### src/core/ufie_pkg.sv
package ufie_pkg;
   localparam logic [7:0] FALL_EN_ADDR = 8'h10;
   localparam logic [7:0] FALL_EN_SET_ADDR = 8'h11;
   localparam logic [7:0] FALL_EN_CLR_ADDR = 8'h12;
   localparam logic [7:0] SRC_LEVEL_ADDR = 8'h13;
   localparam logic [7:0] LATCH_ADDR = 8'h14;
   localparam int NUM_SRC = 5;
   localparam int BIT_ID_GROUND = 4;
   localparam int BIT_SESSION_END = 3;
   localparam int BIT_SESSION_VALID = 2;
   localparam int BIT_BUS_VOLTAGE_OK = 1;
   localparam int BIT_HOST_DISCONNECT = 0;
   localparam logic [4:0] FALL_EN_RESET = 5'h1f;
   localparam int ID_SETTLE_MS = 50;
   localparam int CLK_MHZ = 200;
   localparam int ID_SETTLE_CYCLES = ID_SETTLE_MS * 1000 * CLK_MHZ;
   localparam int SETTLE_W = 24;
endpackage : ufie_pkg

### src/core/ufie_settle_timer.sv
`timescale 1ns/100ps
`default_nettype none
// holds busy while pull-up is off and for a settle time after it turns on
module ufie_settle_timer
   import ufie_pkg::*;
#(
   parameter int SETTLE_CYCLES = ID_SETTLE_CYCLES
)
(
   input wire logic ref_clk_i,
   input wire logic rst_b_i,
   input wire logic pullup_on_i,
   output logic busy_o
);
   typedef struct packed {
      logic [SETTLE_W-1:0] count;
      logic busy;
   } ufie_timer_state_t;

   ufie_timer_state_t state_reg;
   ufie_timer_state_t state_next;

   always_comb
   begin
      state_next = state_reg;
      if (!pullup_on_i)
      begin
         state_next.count = SETTLE_W'(SETTLE_CYCLES);
         state_next.busy = 1'b1;
      end
      else if (state_reg.count != '0)
      begin
         state_next.count = state_reg.count - 1'b1;
         state_next.busy = (state_reg.count != SETTLE_W'(1));
      end
      else
      begin
         state_next.busy = 1'b0;
      end
   end

   always_ff @(posedge ref_clk_i or negedge rst_b_i)
   begin
      if (!rst_b_i)
      begin
         state_reg.count <= '0;
         state_reg.busy <= 1'b1;
      end
      else
      begin
         state_reg <= state_next;
      end
   end

   assign busy_o = state_reg.busy;
endmodule : ufie_settle_timer
`default_nettype wire

### src/core/ufie_fall_enable.sv
`timescale 1ns/100ps
`default_nettype none
module ufie_fall_enable
   import ufie_pkg::*;
#(
   parameter int SETTLE_CYCLES = ID_SETTLE_CYCLES
)
(
   input wire logic ref_clk_i,
   input wire logic rst_b_i,
   input wire logic [7:0] reg_addr_i,
   input wire logic reg_wr_i,
   input wire logic reg_rd_i,
   input wire logic [7:0] reg_wdata_i,
   output logic [7:0] reg_rdata_o,
   input wire logic id_ground_i,
   input wire logic session_end_i,
   input wire logic a_device_session_ok_i,
   input wire logic bus_voltage_ok_i,
   input wire logic host_disconnect_i,
   input wire logic identity_pullup_on_i,
   input wire logic plus_line_pulldown_i,
   input wire logic minus_line_pulldown_i,
   input wire logic low_power_i,
   output logic [4:0] fall_event_o,
   output logic [4:0] fall_latch_o
);
   typedef struct packed {
      logic [4:0] enable;
      logic [4:0] level;
      logic [4:0] latch;
      logic [4:0] event_q;
      logic id_hold;
      logic [7:0] rdata;
   } ufie_state_t;

   ufie_state_t state_reg;
   ufie_state_t state_next;
   logic id_busy;
   logic [4:0] raw;
   logic [4:0] unmasked;
   logic [4:0] falls;
   logic host_mode;
   logic en_hit;

   // zero-extends a five-bit view to the byte read back
   function automatic logic [7:0] pad8(input logic [4:0] v);
      pad8 = {3'h0, v};
   endfunction : pad8

   // storage address and both of its aliases
   function automatic logic is_enable_addr(input logic [7:0] a);
      is_enable_addr = (a == FALL_EN_ADDR) || (a == FALL_EN_SET_ADDR)
                       || (a == FALL_EN_CLR_ADDR);
   endfunction : is_enable_addr

   // levels as the status register shows them
   function automatic logic [4:0] source_levels(
      input logic busy,
      input logic held_id,
      input logic id_now,
      input logic se_now,
      input logic sv_now,
      input logic bv_now,
      input logic hd_now,
      input logic low_pwr
   );
      logic [4:0] v;
      v = '0;
      v[BIT_ID_GROUND] = busy ? held_id : id_now;
      v[BIT_SESSION_END] = se_now;
      v[BIT_SESSION_VALID] = sv_now;
      v[BIT_BUS_VOLTAGE_OK] = bv_now;
      v[BIT_HOST_DISCONNECT] = low_pwr ? 1'b0 : hd_now;
      source_levels = v;
   endfunction : source_levels

   // sources whose falling edges may count in this cycle
   function automatic logic [4:0] source_mask(
      input logic busy,
      input logic hold,
      input logic host
   );
      logic [4:0] m;
      m = 5'h1f;
      m[BIT_ID_GROUND] = ~busy & ~hold;
      m[BIT_HOST_DISCONNECT] = host;
      source_mask = m;
   endfunction : source_mask

   // new enable value for a write through any of the three addresses
   function automatic logic [4:0] merge_enable(
      input logic [7:0] a,
      input logic [4:0] cur,
      input logic [4:0] wd
   );
      case (a)
         FALL_EN_ADDR:
         begin
            merge_enable = wd;
         end
         FALL_EN_SET_ADDR:
         begin
            merge_enable = cur | wd;
         end
         FALL_EN_CLR_ADDR:
         begin
            merge_enable = cur & ~wd;
         end
         default:
         begin
            merge_enable = cur;
         end
      endcase
   endfunction : merge_enable

   // byte returned for a read of the given address
   function automatic logic [7:0] read_select(
      input logic [7:0] a,
      input logic [4:0] en,
      input logic [4:0] lvl,
      input logic [4:0] lat
   );
      if (is_enable_addr(a))
      begin
         read_select = pad8(en);
      end
      else if (a == SRC_LEVEL_ADDR)
      begin
         read_select = pad8(lvl);
      end
      else if (a == LATCH_ADDR)
      begin
         read_select = pad8(lat);
      end
      else
      begin
         read_select = 8'h00;
      end
   endfunction : read_select

   ufie_settle_timer #(
      .SETTLE_CYCLES(SETTLE_CYCLES)
   ) u_settle (
      .ref_clk_i(ref_clk_i),
      .rst_b_i(rst_b_i),
      .pullup_on_i(identity_pullup_on_i),
      .busy_o(id_busy)
   );

   always_comb
   begin
      state_next = state_reg;
      host_mode = plus_line_pulldown_i & minus_line_pulldown_i;
      raw = source_levels(id_busy, state_reg.level[BIT_ID_GROUND],
                          id_ground_i, session_end_i, a_device_session_ok_i,
                          bus_voltage_ok_i, host_disconnect_i, low_power_i);
      // a change hidden by the settle window must not count when it ends
      unmasked = source_mask(id_busy, state_reg.id_hold, host_mode);
      falls = state_reg.level & ~raw & unmasked
              & state_reg.enable;
      state_next.level = raw;
      state_next.event_q = falls;
      state_next.id_hold = id_busy;
      en_hit = is_enable_addr(reg_addr_i);
      if (reg_wr_i && en_hit)
      begin
         state_next.enable = merge_enable(reg_addr_i, state_reg.enable,
                                          reg_wdata_i[4:0]);
      end
      state_next.rdata = 8'h00;
      if (reg_rd_i)
      begin
         state_next.rdata = read_select(reg_addr_i, state_reg.enable,
                                        state_reg.level,
                                        state_reg.latch | falls);
      end
      // read clears; an event in the read cycle shows in the read data
      if (reg_rd_i && (reg_addr_i == LATCH_ADDR))
      begin
         state_next.latch = '0;
      end
      else
      begin
         state_next.latch = state_reg.latch | falls;
      end
   end

   always_ff @(posedge ref_clk_i or negedge rst_b_i)
   begin
      if (!rst_b_i)
      begin
         state_reg.enable <= FALL_EN_RESET;
         state_reg.level <= 5'h00;
         state_reg.latch <= 5'h00;
         state_reg.event_q <= 5'h00;
         state_reg.id_hold <= 1'b1;
         state_reg.rdata <= 8'h00;
      end
      else
      begin
         state_reg <= state_next;
      end
   end

   assign reg_rdata_o = state_reg.rdata;
   assign fall_event_o = state_reg.event_q;
   assign fall_latch_o = state_reg.latch;
endmodule : ufie_fall_enable
`default_nettype wire

### config.mk
export PLATFORM = sky130hd
export DESIGN_NAME = ufie_fall_enable
export DESIGN_NICKNAME = d
export VERILOG_FILES = /design/src/core/ufie_pkg.sv /design/src/core/ufie_settle_timer.sv /design/src/core/ufie_fall_enable.sv
export SDC_FILE = /design/constraint.sdc
export NUM_CORES = 1
export LEC_CHECK = 0
export ABC_CLOCK_PERIOD_IN_PS = 2800
export BUFFER_PORTS_ARGS = -buffer_cell sky130_fd_sc_hd__buf_2
export CAP_MARGIN = 20
export CORE_UTILIZATION = 55
export CTS_CLUSTER_SIZE = 10
export DETAILED_ROUTE_END_ITERATION = 10
export GPL_TIMING_DRIVEN = 0
export PLACE_DENSITY = 0.84
export SLEW_MARGIN = 20
export SYNTH_ARGS = -nofsm -noshare
export SYNTH_HDL_FRONTEND = slang
export SYNTH_SLANG_ARGS = --single-unit
### constraint.sdc
create_clock -name ref_clk_i -period 2.8 [get_ports ref_clk_i]
set_input_delay 0.56 -clock ref_clk_i [delete_from_list [all_inputs] [get_ports ref_clk_i]]
set_output_delay 0.56 -clock ref_clk_i [all_outputs]
set_load 0.01 [all_outputs]
### Yosys cells after proc, flatten, opt, wreduce, memory -nomap -nowiden

Index checks and enable logic that the tools add are counted.

* register bits after elaboration: 54
* input bits: 29
* output and inout bits: 18
* word-level logic and storage cells: 46

* $add $sub $neg: 1
* equality and inequality tests: 7
* multiplexer cells: 11
* bitwise gates (word level): 12
* reduce and logical (&&, ||, !) cells: 7

Operator list (number)
* 8-bit by 5-bit equality test with 1-bit output (second input constant): 5
* 25-bit two-way mux: 1
* 5-bit two-way mux: 5
* 24-bit two-way mux: 1
* 24-bit by 1-bit != test with 1-bit output (second input constant): 1
* 24-bit nonzero test: 1
* 24-bit by 1-bit subtractor with 24-bit output (second input constant): 1
* 5-bit AND: 4
* 5-bit case mux with 3 select lines: 1
* 5-bit inverter: 2
* 5-bit bitwise OR: 2
* 1-bit two-way mux: 3
* 3-bit nonzero test: 1
* 1-bit AND: 2
* 1-bit logical AND: 2
* 1-bit logical OR: 2
* 2-bit by 1-bit != test with 1-bit output (second input constant): 1
* 1-bit inverter: 2
* 2-bit AND reduction: 1

### Depth between registers and ports, before layout

Gate-level depths: netlist of run 1.

* word-level depth: 10
* gate-level depth with buffers: 8
* gate-level depth less buffers: 7

### Cells and area by module

From an unflattened synthesis of run 1, not the netlist that was laid out.

* cell total of the unflattened synthesis: 268
* area total of the unflattened synthesis: 2740.1 um^2

By module, submodules not included
* ufie_settle_timer: times used 1, cells each 148, area each 1506.4 um^2, seq. area each 626.9 um^2
* ufie_fall_enable: times used 1, cells each 120, area each 1233.7 um^2, seq. area each 658.1 um^2

### Worst setup path before layout of run 1

Ideal clock, no wire load.

* path kind: register to register
* start: register u_settle.state_reg[1] (netlist bit)
* end: register u_settle.state_reg[10] (netlist bit)
* setup time: 0.124 ns
* data arrival time: 1.855 ns
* required time: 2.676 ns
* slack: 0.821 ns
* stages on the path, launching flop included: 8
* buffers on the path: 1
* clock period less this slack: 1.979 ns
* cells stage by stage: dfrtp_1 inv_1 ha_1 and3_4 and3_1 buf_6 or4_4 o31a_1

* word-level cells in the longest chain between the ends: 3
* elaborated cells on any way between the ends: 5
* those cells by class: 1 x add/sub; 1 x eq/ne; 2 x mux; 1 x reduce/logical

RTL lines
* start, declared: RTL line ufie_settle_timer.sv:20 `ufie_timer_state_t state_reg;`
* start signal, assigned: RTL line ufie_settle_timer.sv:51 `state_reg <= state_next;`
* 24-bit by 1-bit subtractor with 24-bit output: RTL line ufie_settle_timer.sv:33 `state_next.count = state_reg.count - 1'b1;`
* 24-bit two-way mux: RTL line ufie_settle_timer.sv:31 `else if (state_reg.count != '0)`
* 25-bit two-way mux: RTL line ufie_settle_timer.sv:26 `if (!pullup_on_i)`

Several ways; a longest one is shown, not always the timed one. The select of a mux whose other input is x is not followed.
A chain may end at the register's enable or synchronous reset.

### Worst setup path after layout of run 1

* start: register u_settle.state_reg[6] (netlist bit)
* end: register u_settle.state_reg[3] (netlist bit)

* word-level cells in the longest chain between the ends: 2

RTL lines (RTL line)
* 24-bit nonzero test: ufie_settle_timer.sv:31
* 2-bit by 1-bit != test with 1-bit output (no source line)

Every way passes these cells.

==> impl_metrics.csv, run 1 <==
group,metric,value,unit
status,outcome,"finished, violations left",
worst_setup_path,endpoint_kind,"flip-flop",
logic_synthesis,synth.largest_area_cell,"dfrtp_1",
logic_synthesis,yosys.area.top_type_share,42.6,%
logic_synthesis,synth_area_leaders,"dfrtp_1 43%, dfstp_2 7.1%, buf_4 5.2%, nor2_1 3.0%, o21ai_0 2.5%",
worst_setup_path,timing.rr.start,"u_settle.state_reg[6]",
drt,vias,2002,
logic_synthesis,syn_area_per_cell,10.3,um2
timing,rsz0062_at_grt,"no",
cts,clk_path_buf_depth,2,
worst_setup_path,crit_path_start_kind,"flip-flop",
timing,slew_violations,0,
logic_synthesis,postSynthCellCount,252,
finish,final_nets,332,
finish,layout-drive-gt1-share,27.9,%
finish,syn_to_final_growth,13.7,%
grt,grt_pass1_vias,1942,
logic_synthesis,yosysMostFrequentCell,"dfrtp_1",
logic_synthesis,synthTopCellsByCount,"44 x dfrtp_1, 21 x nor2_1, 18 x buf_4, 17 x nand2_1, 13 x o21ai_0",
drt,drt_iter0_drc,184,
cts,post_cts_buffers,0,
power_and_ir_drop,vdd_drop_max,289,uV
cts,cts_tree,"built",
logic_synthesis,syn_area,2580,um2
drt,drc_errors,10,
die,die-area,4980,um2
timing,max_freq,470,MHz
logic_synthesis,ys_ff_latch,51,
worst_setup_path,reg2reg_to,"u_settle.state_reg[3]",
grt,grt_pass1_wl,9.01,mm
grt,grt_max_degree,52,
die,die_h,70.6,um
finish,final_core_util,66.2,%
finish,n_fill_cell,353,
job,maxCapViolCount,0,
logic_synthesis,ys_warn_count,0,
cts,cts-htree-levels,2,
timing,fin_hold_ws,0.255,ns
timing,setup-violations-final,0,
cts,clock-sinks,51,
timing,fin_skew,0.0141,ns
timing,worst_slew_pin_slew,0.675,ns
hold_path,hp-class,"in -> async",
drt,wl_per_cell,14.8,um
placed_design,dp_hpwl,3.80,mm
die,initial_core_util,58.2,%
worst_setup_path,worstPathArrival,2.33,ns
placed_design,place_congestion,0.825,
grt,grt_antenna_before_repair,0,
cts,cts_root_buf,"clkbuf_8",
die,num_rows,24,
timing,setup_tns,0,ns
worst_setup_path,crit_fanout,10,
logic_synthesis,synth_edf_count,0,
grt,grtUsageTotal,23.2,%
drt,routed_via_density,5.67,
cts,hold_buffers,0,
power_and_ir_drop,pwr_density_cell,506,nW/um2
timing,slew-limit-headroom,54.6,%
timing,period_minus_slack,2.13,ns
worst_setup_path,critPathKind,"reg -> reg",
grt,overflow,0,
drt,drt-pass1-iter-count,7,
power_and_ir_drop,leakagePower,1.35,nW
drt,wirelength,5.23,mm
worst_setup_path,rrSetupSlack,0.67,ns
placed_design,port_buffers,39,
worst_setup_path,worst_r2r_path_depth,7,
die,core_region_area,4440,um2
drt,ant_nets,0,
timing,finalCritPeriodShare,76.0,%
logic_synthesis,netlist-cell-type-count,49,
cts,clkLatencyLatePin,0.30,ns
die,num_io_pins,47,
finish,diodes,0,
die,fp.dieW,70.6,um
logic_synthesis,synthArstFlopShare,100,%
worst_setup_path,crit_required,3.00,ns
logic_synthesis,yosysSeqAreaShare,49.7,%
logic_synthesis,synth-main-ff-cell,"dfrtp_1",
cts,clk_pin_slew,0.10,ns
finish,largest_reg_flops,24,
timing,finalHoldViolCount,0,
cts,cts_made_buffers,5,
status,violations,"DRC",
cts,cts-resized-gates,0,
## per-stage QoR
step	total power [mW]	instance area [um2]	setup slack, ns	instances
after floorplan	1.00	2590	0.821	254
after global placement	1.08	2850	0.572	345
after detailed placement	1.09	2850	0.503	345
after CTS	1.50	2940	0.686	353
after global routing	1.57	2940	0.521	353
final	1.49	2940	0.672	353
## worst max path at each step
stage | start | endpoint | slack [ns] | cells after the start
after floorplan | u_settle.state_reg[1] | u_settle.state_reg[10] | 0.82 | 7
after global placement | reg_addr_i[5] | state_reg[28] | 0.57 | 6
after detailed placement | reg_addr_i[5] | state_reg[28] | 0.50 | 6
after CTS | u_settle.state_reg[18] | u_settle.state_reg[3] | 0.69 | 7
after global routing | u_settle.state_reg[18] | u_settle.state_reg[13] | 0.52 | 5
final | u_settle.state_reg[6] | u_settle.state_reg[3] | 0.67 | 7
## cell type report
type / instances / area [um2] / area share (%)
flip-flops and latches: 51 / 1280 / 43.7
multi-input cells: 172 / 1100 / 37.4
repair buffers: 39 / 198 / 6.72
plain buffers: 25 / 184 / 6.26
clock buffers: 6 / 72.6 / 2.47
well taps: 52 / 65.1 / 2.21
inverters: 6 / 22.5 / 0.766
clock inverters: 2 / 12.5 / 0.426
## metal layers
layer / wire length (um) / track usage, % / vias up
met2: 2560 / 39.3 / 56
met5: 0 / 0 / -
met1: 2330 / 30.6 / 972
met3: 294 / 3.56 / 4
met4: 36 / 8.67 / 0
li1: - / - / 970
## kinds of logic (layout without fill, tap and decap cells)
group / count (synthesis) / after routing / synth area share (%)
flops: 51 / 51 / 49.7
xor+xnor: 10 / 10 / 3.39
fa+ha+maj: 3 / 3 / 1.45
compound gates: 43 / 43 / 11.3
simple gates: 107 / 107 / 23.7
mux: 6 / 6 / 2.37
buf+inv: 31 / 78 / 7.99
other cells: 1 / 3 / 0.145
## layout by cell type (no fill, tap or decap), drive strengths merged, types with 2 or more instances in the layout
cell type and instances:
o31ai 3, and3 7, nand4 6, o21ai 13, dfrtp 44, clkbuf 10
conb 3, nor2b 2, ha 3, nor4 10, a22o 5, or4 6
and2 10, xnor2 4, mux2i 5, buf 60, or3 5, nand3 4
nand2b 9, xor2 6, inv 6, o22ai 2, o211ai 2, a22oi 2
nor2 21, dfstp 7, o311ai 2, nor3 5, a21oi 6, a21boi 3
nand2 17
## power breakdown
part	switching [mW]	internal, mW
combinational	0.126	0.118
clock	0.233	0.175
sequential	0.0477	0.787
total	0.407	1.08
## worst max-delay path, cell delays in order, from the launching register on
cell,delay (ns)
dfrtp_1,0.42
or3_4,0.42
nor4_2,0.39
and3_1,0.25
buf_6,0.13
buf_6,0.15
o21ai_0,0.11
and2_1,0.17
Note: power is estimated with default switching activity, not from simulation.
==> run 2: changes to the inputs <==
--- a/config.mk
+++ b/config.mk
@@ -5,7 +5,7 @@
 export SDC_FILE = /design/constraint.sdc
 export NUM_CORES = 1
 export LEC_CHECK = 0
-export ABC_CLOCK_PERIOD_IN_PS = 2800
+export ABC_CLOCK_PERIOD_IN_PS = 2000
 export BUFFER_PORTS_ARGS = -buffer_cell sky130_fd_sc_hd__buf_2
 export CAP_MARGIN = 20
 export CORE_UTILIZATION = 55
==> constraint.sdc (replaced) <==
create_clock -name ref_clk_i -period 2 [get_ports ref_clk_i]
set_input_delay 0.4 -clock ref_clk_i [delete_from_list [all_inputs] [get_ports ref_clk_i]]
set_output_delay 0.4 -clock ref_clk_i [all_outputs]
set_load 0.01 [all_outputs]
==> impl_metrics.csv, run 2 (synthesis gave the netlist of run 1 again) <==
group,metric,value,unit
die,initial_core_util,58.2,%
worst_setup_path,rrSetupSlack,-0.005,ns
timing,setup-violations-final,1,
finish,ff_latch_area,1290,um2
timing,rsz0062_at_grt,"yes",
finish,syn_to_final_growth,21.9,%
grt,grtUsageTotal,23.4,%
worst_setup_path,endpoint_kind,"flip-flop",
finish,layout_commonest_cell,"dfrtp_1",
die,die-area,4980,um2
worst_setup_path,critPathKind,"reg -> reg",
timing,fin_skew,0.0151,ns
timing,worst_slew_pin_slew,0.625,ns
finish,final_core_util,70.9,%
cts,clock-sinks,51,
power_and_ir_drop,vdd_drop_max,421,uV
timing,fin_hold_ws,0.104,ns
timing,setup_tns,-0.00461,ns
die,core_region_area,4440,um2
timing,finalHoldViolCount,0,
worst_setup_path,worstPathArrival,2.21,ns
power_and_ir_drop,pwr_density_cell,676,nW/um2
drt,drt_iter0_drc,185,
job,maxCapViolCount,0,
cts,cts_root_buf,"clkbuf_8",
timing,finalCritPeriodShare,100,%
die,die_h,70.6,um
timing,max_freq,499,MHz
cts,clk_pin_slew,0.10,ns
drt,wl_per_cell,15.9,um
status,violations,"DRC, setup timing",
finish,multi_input_area,1180,um2
worst_setup_path,timing.rr.start,"u_settle.state_reg[11]",
drt,drc_errors,10,
drt,ant_nets,0,
worst_setup_path,worst_r2r_path_depth,8,
cts,clkLatencyLatePin,0.31,ns
die,num_rows,24,
grt,overflow,0,
finish,final_nets,346,
die,num_io_pins,47,
worst_setup_path,crit_required,2.20,ns
power_and_ir_drop,leakagePower,1.43,nW
grt,grt_max_degree,52,
grt,grt_pass1_vias,1971,
finish,layout-drive-gt1-share,35.6,%
timing,fin_ws,-0.00461,ns
timing,slew-limit-headroom,58.3,%
grt,grt_pass1_wl,9.11,mm
placed_design,port_buffers,39,
worst_setup_path,setup.worst_path.start,"u_settle.state_reg[11]",
drt,vias,2066,
die,fp.dieW,70.6,um
finish,largest_reg_flops,24,
hold_path,hp-class,"in -> async",
cts,cts-htree-levels,2,
drt,drt-pass1-iter-count,8,
placed_design,dp_hpwl,3.80,mm
finish,n_fill_cell,318,
placed_design,place_congestion,0.825,
drt,routed_via_density,5.63,
timing,period_minus_slack,2.00,ns
drt,wirelength,5.83,mm
power_and_ir_drop,p_total,2.13,mW
cts,cts_made_buffers,5,
status,outcome,"finished, violations left",
timing,slew_violations,0,
finish,layout_common_cells,"41 x dfrtp_1, 38 x buf_2, 32 x buf_4",
worst_setup_path,crit_path_start_kind,"flip-flop",
cts,cts_tree,"built",
worst_setup_path,crit_fanout,7,
cts,clk_path_buf_depth,2,
finish,diodes,0,
grt,grt_antenna_before_repair,0,
[run 2: changes by cell type in the layout (fill, tap and decap cells not counted), sizes merged]
cell,delta
buf,+13
clkbuf,+1
[run 2: where the power goes]
part	internal [mW]	switching, mW	leakage [nW]
Clock	0.245	0.335	0.0412
Combinational	0.182	0.195	0.770
Sequential	1.10	0.0708	0.616
[run 2: area by class of cell]
| class | count | share of cell area (%) |
|---|---|---|
| clock inverter | 2 | 0.397 |
| timing repair buffer | 53 | 10.2 |
| buffer | 25 | 5.95 |
| inverter | 6 | 0.715 |
| tap | 52 | 2.06 |
| sequential | 51 | 40.9 |
| multi-input combinational | 172 | 37.5 |
| clock buffer | 6 | 2.30 |
[run 2: critical path, cell delays in order (launching register included)]
cell and delay, ns:
dfrtp_1 0.40, or4_4 0.57, nor2b_4 0.13, buf_6 0.11, and3_1 0.18, buf_6 0.14, buf_8 0.12, o21ai_0 0.09
and2_1 0.17
[run 2: stage by stage]
step | setup slack, ns | instances | cell area (um2)
after CTS | 0.00211 | 358 | 3000
final | -0.00461 | 367 | 3150
after global routing | -0.0854 | 367 | 3150
after detailed placement | -0.137 | 345 | 2850
after floorplan | 0.0213 | 254 | 2590
after global placement | -0.0684 | 345 | 2850
[run 2: path summary, 6_finish.rpt]
path,endpoint
max in group asynchronous,u_settle.state_reg[17]
worst max-delay path,u_settle.state_reg[3]
worst max register to register,u_settle.state_reg[3]
min in group ref_clk_i,state_reg[22]
worst min-delay path,fall_event_o[3]
worst min register to register,state_reg[8]
[run 2: timing repair]
item,in CTS,in global routing
pin swaps,1,1
endpoints found under the hold margin,0,0
gates resized for setup,5,14
gates cloned,0,1
endpoints found under the setup margin,16,21
hold buffers,0,0
buffers inserted,5,8
[run 2: layer usage]
layer / share of wire (%) / vias up / wire (um) / global-route usage [%]
met3: 6.2 / 9 / 359 / 3.85
li1: - / 1002 / - / -
met4: 1.8 / 0 / 103 / 9.78
met5: 0 / - / 0 / 0
met2: 49 / 78 / 2880 / 38.9
met1: 43 / 977 / 2490 / 30.9
==> run 3: changes to the inputs <==
--- a/config.mk
+++ b/config.mk
@@ -5,12 +5,13 @@
 export SDC_FILE = /design/constraint.sdc
 export NUM_CORES = 1
 export LEC_CHECK = 0
-export ABC_CLOCK_PERIOD_IN_PS = 2000
+export ABC_CLOCK_PERIOD_IN_PS = 1900
 export BUFFER_PORTS_ARGS = -buffer_cell sky130_fd_sc_hd__buf_2
 export CAP_MARGIN = 20
 export CORE_UTILIZATION = 55
 export CTS_CLUSTER_SIZE = 10
 export DETAILED_ROUTE_END_ITERATION = 10
+export GPL_ROUTABILITY_DRIVEN = 1
 export GPL_TIMING_DRIVEN = 0
 export PLACE_DENSITY = 0.84
 export SLEW_MARGIN = 20
==> constraint.sdc (replaced) <==
create_clock -name ref_clk_i -period 1.9 [get_ports ref_clk_i]
set_input_delay 0.38 -clock ref_clk_i [delete_from_list [all_inputs] [get_ports ref_clk_i]]
set_output_delay 0.38 -clock ref_clk_i [all_outputs]
set_load 0.01 [all_outputs]
==> impl_metrics.csv, run 3 (synthesis gave the netlist of run 1 again) <==
group,metric,value,unit
grt,grt_antenna_before_repair,0,
power_and_ir_drop,vdd_drop_max,537,uV
cts,cts_root_buf,"clkbuf_8",
die,initial_core_util,58.2,%
timing,fin_skew,0.00939,ns
worst_setup_path,worst_r2r_path_depth,5,
worst_setup_path,timing.rr.start,"u_settle.state_reg[2]",
drt,drt-pass1-iter-count,7,
placed_design,place_congestion,0.828,
worst_setup_path,critPathKind,"reg -> reg",
finish,largest_reg_flops,24,
timing,max_freq,496,MHz
finish,syn_to_final_growth,35.0,%
grt,overflow,0,
finish,fin_area,3490,um2
worst_setup_path,crit_fanout,3,
drt,drc_errors,16,
placed_design,dp_hpwl,3.72,mm
worst_setup_path,crit_required,2.09,ns
status,outcome,"finished, violations left",
worst_setup_path,crit_chain,"buf_4, nor3_1, nand2_1, or4_4, o31a_1",
placed_design,post-place-cells,345,
grt,grt_max_degree,52,
cts,hold_buffers,0,
finish,layout_commonest_cell,"buf_4",
worst_setup_path,reg2reg_to,"u_settle.state_reg[10]",
worst_setup_path,rrSetupSlack,-0.12,ns
drt,ant_nets,0,
die,die-area,4980,um2
timing,fin_ws,-0.118,ns
power_and_ir_drop,leakagePower,1.53,nW
worst_setup_path,path_buf_inv,1,
worst_setup_path,endpoint_kind,"flip-flop",
die,fp.dieW,70.6,um
drt,routed_via_density,5.76,
worst_setup_path,crit_path_start_kind,"flip-flop",
finish,final_cells,381,
timing,fin_hold_ws,0.0751,ns
die,num_io_pins,47,
cts,cts-htree-levels,2,
timing,finalCritPeriodShare,106,%
drt,wl_per_cell,16.8,um
finish,final_nets,360,
die,core_region_area,4440,um2
finish,diodes,0,
finish,layout_common_cells,"44 x buf_4, 39 x dfrtp_1, 38 x buf_2",
timing,period_minus_slack,2.02,ns
worst_setup_path,worstPathArrival,2.21,ns
die,die_h,70.6,um
placed_design,place_area,2860,um2
timing,slew-limit-headroom,58.8,%
power_and_ir_drop,pwr_density_cell,723,nW/um2
cts,clk_path_buf_depth,2,
status,violations,"DRC, setup timing",
worst_setup_path,critPathSlowestCell,"or4_4",
grt,grt_pass1_vias,2176,
timing,setup-violations-final,16,
placed_design,port_buffers,39,
drt,wirelength,6.39,mm
cts,clock-sinks,51,
drt,vias,2193,
grt,grt_pass1_wl,9.74,mm
cts,cts_tree,"built",
finish,layout-drive-gt1-share,45.0,%
drt,drt_iter0_drc,97,
timing,finalHoldViolCount,0,
timing,worst_slew_pin_slew,0.612,ns
worst_setup_path,max_stage_delay,0.51,ns
timing,rsz0062_at_grt,"yes",
cts,clkLatencyLatePin,0.31,ns
job,maxCapViolCount,0,
finish,final_core_util,78.5,%
hold_path,hp-class,"in -> async",
grt,grtUsageTotal,25.4,%
cts,clk_pin_slew,0.09,ns
worst_setup_path,path_delay_family,"simple AND/OR/NAND/NOR gates",
timing,slew_violations,0,
die,num_rows,24,
cts,cts_made_buffers,5,
run 3: cell count changes in the layout (fill, tap and decap cells not counted), sizes merged:
| cell | change |
|---|---|
| buf | +15 |
| bufinv | +1 |
| clkbuf | -1 |
| clkinv | -1 |
run 3: routing by layer:
metal | share of wire (%) | GRT usage (%)
met3 | 4.2 | 5.13
met2 | 53 | 44.3
met4 | 3.6 | 15.8
met5 | 0 | 0
met1 | 39 | 28.9
run 3: timing repair:
action / CTS / global route
setup buffers: 11 / 19
pin swaps: 3 / 19
cloned: 1 / 0
setup endpoints to repair: 23 / 28
gates resized for setup: 18 / 42
run 3: worst max-delay path by stage:
stage | from | to | slack [ns] | depth (start not counted)
floorplan | u_settle.state_reg[1] | u_settle.state_reg[10] | 0.001 | 7
global placement | u_settle.state_reg[5] | u_settle.state_reg[3] | -0.17 | 7
detailed placement | u_settle.state_reg[6] | u_settle.state_reg[3] | -0.22 | 7
CTS | u_settle.state_reg[12] | u_settle.state_reg[13] | -0.05 | 6
global route | u_settle.state_reg[2] | u_settle.state_reg[10] | -0.18 | 5
finish | u_settle.state_reg[2] | u_settle.state_reg[10] | -0.12 | 5
run 3: layout make-up:
| type | count | area (um2) |
|---|---|---|
| fill | 280 | 953 |
| clock buffer | 6 | 72.6 |
| multi-input combinational | 172 | 1380 |
| inverter | 6 | 22.5 |
| tap | 52 | 65.1 |
| clock inverter | 2 | 37.5 |
| sequential | 51 | 1290 |
| buffer | 23 | 165 |
| timing repair buffer | 69 | 458 |
run 3: power by group:
group          switching (mW)  internal [mW]
Combinational           0.259          0.267
Sequential             0.0817           1.16
Clock                   0.361          0.393
run 3: metrics by stage:
stage                     setup slack, ns  setup TNS, ns  total power [mW]
after floorplan                   0.00147              0              1.48
after global placement             -0.171          -2.50              1.59
after detailed placement           -0.221          -4.12              1.61
after CTS                         -0.0489         -0.251              2.40
after global routing               -0.175          -2.01              2.63
final                              -0.118          -1.05              2.52
